===== src/stack_pkg.sv =====
// shared constants and types for the stack pointer unit
package stack_pkg;

  localparam int SP_W   = 8;
  localparam int DATA_W = 8;
  localparam int ADDR_W = 16;
  localparam int PADDR_W = 12;

  // stack lives in one fixed page
  localparam logic [7:0] STACK_PAGE = 8'h01;

  // reset values
  localparam logic [7:0] SP_RESET  = 8'hFF;
  localparam logic [7:0] IX_RESET  = 8'h00;
  localparam logic [7:0] ACC_RESET = 8'h00;
  localparam logic [7:0] PSW_RESET = 8'h00;

  // register byte offsets
  localparam logic [11:0] OFF_CMD    = 12'h000;
  localparam logic [11:0] OFF_STATUS = 12'h004;
  localparam logic [11:0] OFF_SP     = 12'h008;
  localparam logic [11:0] OFF_IX     = 12'h00C;
  localparam logic [11:0] OFF_ACC    = 12'h010;
  localparam logic [11:0] OFF_PSW    = 12'h014;

  // field positions
  localparam int CMD_INT_BIT    = 8;
  localparam int STAT_BUSY_BIT  = 0;
  localparam int STAT_UNSUP_BIT = 1;
  localparam int STAT_USES_BIT  = 2;
  localparam int PSW_N_BIT      = 7;
  localparam int PSW_Z_BIT      = 1;

  // opcode values, arbitrary encoding
  localparam logic [7:0] OPC_ITER_TO_SP = 8'h01;
  localparam logic [7:0] OPC_SP_TO_ITER = 8'h02;
  localparam logic [7:0] OPC_PUSH_ACC   = 8'h03;
  localparam logic [7:0] OPC_PUSH_PSW   = 8'h04;
  localparam logic [7:0] OPC_PULL_ACC   = 8'h05;
  localparam logic [7:0] OPC_PULL_PSW   = 8'h06;
  localparam logic [7:0] OPC_SW_BREAK   = 8'h07;
  localparam logic [7:0] OPC_SUB_CALL   = 8'h08;
  localparam logic [7:0] OPC_INT_RETURN = 8'h09;
  localparam logic [7:0] OPC_SUB_RETURN = 8'h0A;

  typedef enum logic [3:0] {
    K_ITER_TO_SP, K_SP_TO_ITER, K_PUSH_ACC, K_PUSH_PSW, K_PULL_ACC,
    K_PULL_PSW, K_SW_BREAK, K_SUB_CALL, K_INT_RETURN, K_SUB_RETURN, K_NONE
  } op_kind_type;

  typedef struct packed {
    logic [ADDR_W-1:0] addr;
    logic [DATA_W-1:0] wdata;
    logic              we;
    logic              re;
  } mem_req_type;

endpackage


===== src/stack_addr.sv =====
// stack address forming and wrapping pointer arithmetic
`timescale 1ns/1ps
module stack_addr
  import stack_pkg::*;
(
  input  wire logic [SP_W-1:0]   i_sp,
  output logic      [ADDR_W-1:0] o_addr,
  output logic      [ADDR_W-1:0] o_addr_inc,
  output logic      [SP_W-1:0]   o_sp_inc,
  output logic      [SP_W-1:0]   o_sp_dec
);

  // pointer wraps inside its width, so the page never changes
  assign o_sp_inc   = SP_W'(i_sp + 1'b1);
  assign o_sp_dec   = SP_W'(i_sp - 1'b1);
  assign o_addr     = {STACK_PAGE, i_sp};
  assign o_addr_inc = {STACK_PAGE, o_sp_inc};

endmodule


===== src/stack_decode.sv =====
// one-byte implied opcode decoder for the stack instructions
`timescale 1ns/1ps
module stack_decode
  import stack_pkg::*;
(
  input  wire logic [7:0]  i_opcode,
  output op_kind_type      o_kind,
  output logic             o_uses_stack
);

  // whole instruction is one byte, no operand fetch follows
  always_comb begin
    unique case (i_opcode)
      OPC_ITER_TO_SP: o_kind = K_ITER_TO_SP;
      OPC_SP_TO_ITER: o_kind = K_SP_TO_ITER;
      OPC_PUSH_ACC:   o_kind = K_PUSH_ACC;
      OPC_PUSH_PSW:   o_kind = K_PUSH_PSW;
      OPC_PULL_ACC:   o_kind = K_PULL_ACC;
      OPC_PULL_PSW:   o_kind = K_PULL_PSW;
      OPC_SW_BREAK:   o_kind = K_SW_BREAK;
      OPC_SUB_CALL:   o_kind = K_SUB_CALL;
      OPC_INT_RETURN: o_kind = K_INT_RETURN;
      OPC_SUB_RETURN: o_kind = K_SUB_RETURN;
      default:        o_kind = K_NONE;
    endcase
  end

  // exactly eight instructions touch the stack
  assign o_uses_stack = (o_kind != K_ITER_TO_SP) && (o_kind != K_SP_TO_ITER)
                        && (o_kind != K_NONE);

endmodule


===== src/stack_unit.sv =====
// stack pointer unit with APB register access and stack memory port
`timescale 1ns/1ps
//
// Operation
// - iterator-to-sp copies iterator into sp, flags untouched
// - sp-to-iterator copies sp into iterator, sets N and Z only
// - iterator-to-sp is a one-byte implied opcode
// - sp-to-iterator is a one-byte implied opcode
// - push status word stores it unchanged, only sp moves
// - push status word is a one-byte implied opcode
// - pull status word loads whole status byte, only sp moves
// - pull status word is a one-byte implied opcode
// - every stack address is page 0100 hex plus sp
// - a push writes at current address, then decrements sp
// - a pull increments sp first, then reads at new address
// - interrupt entry pushes the status word automatically
// - exactly eight instructions use the stack
// - push accumulator takes three cycles, write in the third
// - pulls add a discarded read while sp increments
// - pull accumulator sets N and Z, leaves carry and overflow
module stack_unit
  import stack_pkg::*;
(
  input  wire logic                      i_clk,
  input  wire logic                      i_reset,
  input  wire logic                      i_psel,
  input  wire logic                      i_penable,
  input  wire logic                      i_pwrite,
  input  wire logic [stack_pkg::PADDR_W-1:0] i_paddr,
  input  wire logic [31:0]               i_pwdata,
  output logic      [31:0]               o_prdata,
  output logic                           o_pready,
  output logic                           o_pslverr,
  output stack_pkg::mem_req_type         o_mem,
  input  wire logic [stack_pkg::DATA_W-1:0] i_mem_rdata
);
  import stack_pkg::*;

  typedef enum logic [2:0] {
    ST_IDLE, ST_DECODE, ST_PUSH, ST_PULL_DUMMY, ST_PULL_READ
  } state_type;

  state_type         state_r;
  logic [SP_W-1:0]   sp_r;
  logic [7:0]        ix_r;
  logic [7:0]        acc_r;
  logic [7:0]        psw_r;
  logic [7:0]        opcode_r;
  logic              int_entry_r;
  logic              unsup_r;
  op_kind_type       kind;
  logic              uses_stack;
  logic [ADDR_W-1:0] addr_cur;
  logic [ADDR_W-1:0] addr_inc;
  logic [SP_W-1:0]   sp_inc;
  logic [SP_W-1:0]   sp_dec;
  logic              wr_go;
  logic              setup;
  logic              cmd_go;
  logic              push_kind;
  logic              pull_kind;

  //////////////////////////////////////////////////////////////////////////
  // helpers

  stack_decode u_decode (
    .i_opcode     (opcode_r),
    .o_kind       (kind),
    .o_uses_stack (uses_stack)
  );

  stack_addr u_addr (
    .i_sp       (sp_r),
    .o_addr     (addr_cur),
    .o_addr_inc (addr_inc),
    .o_sp_inc   (sp_inc),
    .o_sp_dec   (sp_dec)
  );

  // N from bit 7, Z on zero, all other bits kept
  function automatic logic [7:0] set_nz(input logic [7:0] p, input logic [7:0] v);
    logic [7:0] r;
    r            = p;
    r[PSW_N_BIT] = v[7];
    r[PSW_Z_BIT] = (v == 8'h00);
    return r;
  endfunction

  // interrupt entry is handled as a status push
  assign push_kind = int_entry_r || (kind == K_PUSH_ACC) || (kind == K_PUSH_PSW);
  assign pull_kind = !int_entry_r && ((kind == K_PULL_ACC) || (kind == K_PULL_PSW));

  //////////////////////////////////////////////////////////////////////////
  // APB slave, zero wait states

  assign setup  = i_psel && !i_penable;
  assign wr_go  = i_psel && i_penable && i_pwrite && o_pready;
  // commands while busy are dropped; software polls the busy bit
  assign cmd_go = wr_go && (i_paddr == OFF_CMD) && (state_r == ST_IDLE);

  // ready rises after reset and then stays high
  always_ff @(posedge i_clk or posedge i_reset) begin
    if (i_reset) begin
      o_pready <= 1'b0;
    end else begin
      o_pready <= 1'b1;
    end
  end

  // read data and error prepared in the setup cycle
  always_ff @(posedge i_clk or posedge i_reset) begin
    if (i_reset) begin
      o_prdata  <= 32'h0000_0000;
      o_pslverr <= 1'b0;
    end else if (setup) begin
      o_prdata  <= 32'h0000_0000;
      o_pslverr <= 1'b0;
      unique case (i_paddr)
        OFF_CMD:    o_prdata <= {23'h00_0000, int_entry_r, opcode_r};
        OFF_STATUS: o_prdata <= {29'h0000_0000, uses_stack, unsup_r, state_r != ST_IDLE};
        OFF_SP:     o_prdata <= {24'h00_0000, sp_r};
        OFF_IX:     o_prdata <= {24'h00_0000, ix_r};
        OFF_ACC:    o_prdata <= {24'h00_0000, acc_r};
        OFF_PSW:    o_prdata <= {24'h00_0000, psw_r};
        default:    o_pslverr <= 1'b1;
      endcase
    end
  end

  //////////////////////////////////////////////////////////////////////////
  // command capture and sequencer

  always_ff @(posedge i_clk or posedge i_reset) begin
    if (i_reset) begin
      opcode_r    <= 8'h00;
      int_entry_r <= 1'b0;
    end else if (cmd_go) begin
      opcode_r    <= i_pwdata[7:0];
      int_entry_r <= i_pwdata[CMD_INT_BIT];
    end
  end

  // decode cycle, then at most two memory cycles
  always_ff @(posedge i_clk or posedge i_reset) begin
    if (i_reset) begin
      state_r <= ST_IDLE;
    end else begin
      unique case (state_r)
        ST_IDLE:       if (cmd_go) state_r <= ST_DECODE;
        ST_DECODE: begin
          if (push_kind) begin
            state_r <= ST_PUSH;
          end else if (pull_kind) begin
            state_r <= ST_PULL_DUMMY;
          end else begin
            state_r <= ST_IDLE;
          end
        end
        ST_PUSH:       state_r <= ST_IDLE;
        ST_PULL_DUMMY: state_r <= ST_PULL_READ;
        ST_PULL_READ:  state_r <= ST_IDLE;
      endcase
    end
  end

  // memory request registered one cycle ahead of its state
  always_ff @(posedge i_clk or posedge i_reset) begin
    if (i_reset) begin
      o_mem <= '0;
    end else begin
      o_mem.we <= 1'b0;
      o_mem.re <= 1'b0;
      if (state_r == ST_DECODE && push_kind) begin
        o_mem.addr  <= addr_cur;
        o_mem.wdata <= (kind == K_PUSH_ACC && !int_entry_r) ? acc_r : psw_r;
        o_mem.we    <= 1'b1;
      end else if (state_r == ST_DECODE && pull_kind) begin
        o_mem.addr <= addr_cur;   // discarded read at old pointer
        o_mem.re   <= 1'b1;
      end else if (state_r == ST_PULL_DUMMY) begin
        o_mem.addr <= addr_inc;
        o_mem.re   <= 1'b1;
      end
    end
  end

  // stack pointer: only the transfer or push/pull moves it
  always_ff @(posedge i_clk or posedge i_reset) begin
    if (i_reset) begin
      sp_r <= SP_RESET;
    end else if (state_r == ST_DECODE && !int_entry_r && kind == K_ITER_TO_SP) begin
      sp_r <= ix_r;
    end else if (state_r == ST_PUSH) begin
      sp_r <= sp_dec;
    end else if (state_r == ST_PULL_DUMMY) begin
      sp_r <= sp_inc;
    end
  end

  // iterator register
  always_ff @(posedge i_clk or posedge i_reset) begin
    if (i_reset) begin
      ix_r <= IX_RESET;
    end else if (state_r == ST_DECODE && !int_entry_r && kind == K_SP_TO_ITER) begin
      ix_r <= sp_r;
    end else if (wr_go && i_paddr == OFF_IX && state_r == ST_IDLE) begin
      ix_r <= i_pwdata[7:0];
    end
  end

  // accumulator
  always_ff @(posedge i_clk or posedge i_reset) begin
    if (i_reset) begin
      acc_r <= ACC_RESET;
    end else if (state_r == ST_PULL_READ && kind == K_PULL_ACC) begin
      acc_r <= i_mem_rdata;
    end else if (wr_go && i_paddr == OFF_ACC && state_r == ST_IDLE) begin
      acc_r <= i_pwdata[7:0];
    end
  end

  // status word: N/Z updates, whole load on pull
  always_ff @(posedge i_clk or posedge i_reset) begin
    if (i_reset) begin
      psw_r <= PSW_RESET;
    end else if (state_r == ST_DECODE && !int_entry_r && kind == K_SP_TO_ITER) begin
      psw_r <= set_nz(psw_r, sp_r);
    end else if (state_r == ST_PULL_READ && kind == K_PULL_ACC) begin
      psw_r <= set_nz(psw_r, i_mem_rdata);
    end else if (state_r == ST_PULL_READ && kind == K_PULL_PSW) begin
      psw_r <= i_mem_rdata;
    end else if (wr_go && i_paddr == OFF_PSW && state_r == ST_IDLE) begin
      psw_r <= i_pwdata[7:0];
    end
  end

  // unknown opcode flag; a new event wins over the clear
  always_ff @(posedge i_clk or posedge i_reset) begin
    if (i_reset) begin
      unsup_r <= 1'b0;
    end else if (state_r == ST_DECODE && !int_entry_r && kind == K_NONE) begin
      unsup_r <= 1'b1;
    end else if (wr_go && i_paddr == OFF_STATUS && i_pwdata[STAT_UNSUP_BIT]) begin
      unsup_r <= 1'b0;
    end
  end
endmodule


===== config.mk =====
export PLATFORM = sky130hd
export DESIGN_NAME = stack_unit
export DESIGN_NICKNAME = d
export VERILOG_FILES = /design/src/stack_pkg.sv /design/src/stack_addr.sv /design/src/stack_decode.sv /design/src/stack_unit.sv
export SDC_FILE = /design/constraint.sdc
export NUM_CORES = 1
export LEC_CHECK = 0
export BUFFER_PORTS_ARGS = -buffer_cell sky130_fd_sc_hd__buf_4
export CAP_MARGIN = 20
export CORE_MARGIN = 10
export CORE_UTILIZATION = 49
export DETAILED_ROUTE_END_ITERATION = 8
export GPL_TIMING_DRIVEN = 1
export PLACE_DENSITY = 0.74
export SLEW_MARGIN = 10
export SYNTH_ARGS = -nofsm -noshare
export SYNTH_HDL_FRONTEND = slang
export SYNTH_HIERARCHICAL = 1
export SYNTH_SLANG_ARGS = --single-unit
export TNS_END_PERCENT = 50

===== constraint.sdc =====
create_clock -name i_clk -period 3.7 [get_ports i_clk]
set_input_delay 0.74 -clock i_clk [delete_from_list [all_inputs] [get_ports i_clk]]
set_output_delay 0.74 -clock i_clk [all_outputs]
set_load 0.01 [all_outputs]

* Word level (Yosys, flattened, before mapping)
Memories as Yosys holds them, arrays and structs flattened. Index checks and enable logic that the tools add are counted.
Word-level totals: bits in registers 105, bits of input ports 57, word-level logic and storage cells 116, memory bits (read-only) 64, memories kept 1
Operators by class: equal/unequal tests 18, reductions and logical operators 49, $add $sub $neg 2, multiplexer cells 28, bitwise gates (word level) 2
Memories:
- (name not given) | depth 16, width 4, rd ports 1, clocked after memory_dff 0, wr ports 0, RTL line stack_decode.sv:13 | unique case (i_opcode)
Operators by type and width (number):
- $mux W8 | 12
- $pmux W9 S6 | 1
- $mux W16 | 3
- $logic_and A1 B1 Y1 | 26
- $eq A12 B4 Y1 const B | 2
- $eq A12 B5 Y1 const B | 2
- $logic_not A8 Y1 | 2
- $eq A12 B3 Y1 const B | 1
- $logic_not A12 Y1 | 1
- $pmux W3 S4 | 1
- $reduce_bool A3 Y1 | 3
- $add A8 B1 Y8 const B | 1
- $eq A4 B2 Y1 const B | 2
- $eq A4 B3 Y1 const B | 2
- $logic_not A4 Y1 | 2
- $reduce_bool A2 Y1 | 4
- $reduce_bool A4 Y1 | 2
- $sub A8 B1 Y8 const B | 1
- $mux W1 | 7
- $eq A3 B2 Y1 const B | 2
- $reduce_or A6 Y1 | 1
- $eq A4 B1 Y1 const B | 1
- $eq A4 B4 Y1 const B | 1
- $mux W2 | 2
- 13 further kinds | 17

* Depth between registers and ports, before layout
depth after elaboration 9, depth in mapped cells 12, gate-level depth less buffers 10

* By module
The synthesis kept the hierarchy.
Modules (own cells, without submodules):
- stack_unit | area an instance 4389.2 um^2, sequential area each 2062.0 um^2, times used 1, cells an instance 440
- stack_addr | area an instance 510.5 um^2, sequential area each 0.0 um^2, times used 1, cells an instance 70
- stack_decode | area an instance 201.4 um^2, sequential area each 0.0 um^2, times used 1, cells an instance 32

* Least setup slack after synthesis
Ideal clock, no wire load.
kind register -> register, from register opcode_r[0], to register acc_r[0], cell stages (with the launch flop) 12, path buffers 2, library setup time 0.137 ns, arrival 2.433 ns, path slack 1.130 ns, path through dfrtp_1 inv_1 ha_1 or3_1 a21oi_1 nand2b_1 nor4_2 nand2b_1 clkbuf_1 clkbuf_1 nor2_1 a21oi_1
On the way: cells in the longest elaborated chain, start to end 5, elaborated cells between the ends (all ways) 6, those cells by class eq/ne: 1; mux: 2; reduce/logical: 2; memory: 1
Ends and longest elaborated chain:
- from (decl) | RTL line stack_unit.sv:48 | logic [7:0] opcode_r;
- from (signal assigned) | RTL line stack_unit.sv:138 | opcode_r <= i_pwdata[7:0];
- $mem_v2 Z16 W4 *
- $mux W4 * | RTL line stack_decode.sv:13
- via kind[2] | RTL line stack_unit.sv:51 | op_kind_type kind;
- $eq A4 B3 Y1 * | RTL line stack_unit.sv:215 | end else if (state_r == ST_PULL_READ && kind == K_PULL_ACC) begin
- $logic_and A1 B1 Y1 * | RTL line stack_unit.sv:215
- $mux W8 or $reduce_bool A2 Y1 (tied branches)
- to (signal assigned) | RTL line stack_unit.sv:216 | acc_r <= i_mem_rdata;
- to (signal assigned) | RTL line stack_unit.sv:218 | acc_r <= i_pwdata[7:0];
- to (decl) | RTL line stack_unit.sv:46 | logic [7:0] acc_r;
Mark *: on every way through the listed nets, which the timed path passes. The rest lies on a longest branch. A chain may end at the register's enable or synchronous reset.

* Final worst setup path
from register opcode_r[5], to register acc_r[1]
On the way: cells in the longest elaborated chain, start to end 5, elaborated cells between the ends (all ways) 6, those cells by class eq/ne: 1; mux: 2; reduce/logical: 3
Ends and longest elaborated chain (RTL line):
- $logic_not A4 Y1 * | stack_decode.sv:13
- $mux W4 * | stack_decode.sv:13
- via kind[3] | stack_unit.sv:51
- $eq A4 B3 Y1 * | stack_unit.sv:215
- $logic_and A1 B1 Y1 * | stack_unit.sv:215
- $mux W8 or $reduce_bool A2 Y1 (tied branches)
Marked as above.

==> flow_summary.json <==
{
  "clk_latency_ps": 360,
  "yosys.area_share.simple_pct": 14.6,
  "portBuffers": 70,
  "clockRootBuffer": "clkbuf_8",
  "postRouteAntennaNets": 0,
  "grt_pass1_vias": 3861,
  "hp-class": "flop to flop",
  "rows": 37,
  "numCtsBuffers": 9,
  "dp_cells": 708,
  "syn_avg_cell_area_um2": 9.41,
  "gp_routability_congestion": 0.912,
  "power_leakage_nw": 2.72,
  "avgViaCountPerCell": 5.43,
  "synth_cells": 542,
  "drc": 0,
  "instances_no_fill": 724,
  "cp_data_required_time_ps": 3910,
  "final.setup_skew_ps": 9.80,
  "clk_path_buf_depth": 2,
  "wl_per_cell_um": 16.9,
  "finalCritPeriodShare_pct": 87.1,
  "yosys_most_used_dff": "dfrtp_1",
  "layout-drive-gt1-share_pct": 21.9,
  "dieArea_um2": 14900,
  "post-cts-setup-buffer-count": 0,
  "worst_slew_pin_slew_ps": 876,
  "antennaDiodeCount": 0,
  "grt_pass1_wl_um": 19700,
  "synth_top_family_by_area": "simple AND/OR/NAND/NOR gates",
  "slew_violations": 0,
  "finalSetupTns_ps": 0,
  "path_max_fanout": 16,
  "outcome": "finished clean",
  "p_per_area_nw_per_um2": 317,
  "yosysUniqueCellTypes": 55,
  "rsz0062_at_grt": "no",
  "initial_core_util_pct": 49.9,
  "grt_max_degree": 52,
  "finalHoldViolCount": 0,
  "start_kind": "flop",
  "cts_sinks": 82,
  "synth_edf_count": 0,
  "path_class": "flop to flop",
  "async_reset_ff_share_pct": 100,
  "yosysSeqAreaShare_pct": 40.4,
  "endpoint_kind": "flop",
  "synthMuxAreaShare_pct": 14.2,
  "area_growth_pct": 10.9,
  "wl_um": 12300,
  "clk_pin_slew_ps": 80,
  "setup_viol": 0,
  "ios": 117,
  "drtIter0Drc": 288,
  "synthAdderAreaFrac_pct": 1.23,
  "synth-xor-area-share_pct": 2.06,
  "ctsResizeCount": 0,
  "htreeDepth": 3,
  "fp.dieW_um": 122,
  "min_period_ps": 3220,
  "grt_use_total_pct": 16.4,
  "vias": 3933,
  "nets": 645,
  "maxCapViolations": 0,
  "antenna_found_initial": 0,
  "synth-seq-cells": 82,
  "overflow": 0,
  "synth_compound_area_share_pct": 14.5,
  "synth_warnings": 6,
  "die_height_um": 122,
  "fillers": 905,
  "dp_hpwl_um": 9300,
  "ir_drop_v": 0.000266,
  "slew_headroom_pct": 41.5,
  "synth_area_um2": 5100,
  "dr.pass1.iters": 5,
  "cts_tree": "done",
  "fmax_ghz": 0.310,
  "arrival_ps": 3430,
  "postCtsHoldBufs": 0,
  "coreArea_um2": 10200
}
-- path summary, 6_finish.rpt --
check | to | slack (ps) | cells past startpoint | start
max in group asynchronous | opcode_r[4]$_DFFE_PP0P_ | 2420 | 3 | i_reset
max reg2reg | acc_r[1]$_DFFE_PP0P_ | 480 | 7 | opcode_r[5]$_DFFE_PP0P_
min in group asynchronous | o_mem[22]$_DFFE_PP0P_ | 530 | 2 | i_reset
min reg2reg | o_mem[4]$_DFFE_PP0P_ | 490 | 2 | o_mem[4]$_DFFE_PP0P_
min | o_mem[4]$_DFFE_PP0P_ | 490 | 2 | o_mem[4]$_DFFE_PP0P_
max | acc_r[1]$_DFFE_PP0P_ | 480 | 7 | opcode_r[5]$_DFFE_PP0P_
-- cell usage after synthesis, drive strengths merged (4+ instances only) --
cell type	number	share of area [%]
xnor2	7	1.2
clkbuf	18	1.3
nand3	7	0.69
buf	65	9.4
or4	5	0.88
mux2	12	2.6
nor4	8	1.8
conb	4	0.29
o22ai	15	1.8
a21oi	50	4.9
inv	25	1.8
nor2	54	4.0
dfstp	8	4.1
nor3	5	0.81
a22o	8	1.4
xor2	5	0.86
nor3b	4	0.81
ha	5	1.2
o21ai	23	2.3
dfrtp	74	36
nand4	8	1.3
mux2i	59	12
o221a	4	0.88
nand2b	5	0.61
nand2	34	2.5
-- final cells by class --
cell class / count / area (um^2) / area share (%)
clock buffer: 12 / 145 / 2.57
clock inverter: 4 / 75.1 / 1.33
inverter: 25 / 95.1 / 1.68
multi-input combinational: 388 / 2530 / 44.7
sequential: 82 / 2060 / 36.5
tap: 136 / 170 / 3.01
timing repair buffer: 77 / 578 / 10.2
-- sequential cells by signal, indices dropped and copies added, names as in the netlist, 3 cells and up --
register,flops
o_prdata,9
state_r,3
sp_r,8
acc_r,8
psw_r,8
ix_r,8
o_mem,26
opcode_r,8
-- layout by cell type (no fill, tap or decap), types with 5 or more instances in the layout --
| cell type | count |
|---|---|
| mux2_2 | 12 |
| o21ai_0 | 22 |
| inv_1 | 24 |
| ha_1 | 5 |
| nor2_1 | 54 |
| clkbuf_8 | 10 |
| buf_4 | 77 |
| nand2_1 | 34 |
| a22o_1 | 8 |
| o22ai_1 | 15 |
| nand2b_1 | 5 |
| dfstp_2 | 8 |
| a21oi_1 | 50 |
| mux2i_1 | 59 |
| nand3_1 | 7 |
| dfrtp_1 | 74 |
| nand4_1 | 5 |
| xor2_1 | 5 |
| conb_1 | 40 |
| xnor2_1 | 7 |
-- power by group --
group / switching (mW) / internal (mW) / leakage, nW
clock: 0.331 / 0.399 / 0.103
combinational: 0.0886 / 0.0570 / 1.60
sequential: 0.0107 / 0.909 / 1.02
total: 0.430 / 1.37 / 2.72
-- metrics by stage --
| stage | util (%) | worst slack, ps | power, mW | hold slack, ps | instance area (um^2) |
|---|---|---|---|---|---|
| 4_1_cts | 55.3 | 577 | 1.81 | 492 | 5660 |
| 5_1_grt | 55.3 | 233 | 1.85 | 519 | 5660 |
| 3_3_place_gp | 53.1 | 691 | 1.08 | 463 | 5440 |
| 2_1_floorplan | - | 865 | 1.04 | 462 | 5240 |
| 3_5_place_dp | 53.1 | 621 | 1.08 | 473 | 5440 |
| 6_report | 55.3 | 476 | 1.80 | 485 | 5660 |
-- per-layer routing --
metal  share of wire [%]  GRT usage, %  wire (um)
met1                  43          20.5       5290
met2                  46          25.9       5630
met3                 8.8          4.90       1070
met4                 2.2          6.56        268
met5                   0             0          0
-- cell families after synthesis --
kind of cell	Yosys count
simple gates	139
compound gates	121
buf+inv	108
flops	82
mux	71
xor+xnor	12
fa+ha+maj	5
other cells	4
-- worst max-delay path, cell delays in order, from the launching register on --
cell      delay [ps]
dfrtp_1          410
nor4_1           630
o21ai_0          390
nand2b_1         280
nor4_2           560
nand2b_1         510
nor2_1           220
a21oi_1           70
(Power assumes the default switching activity.)
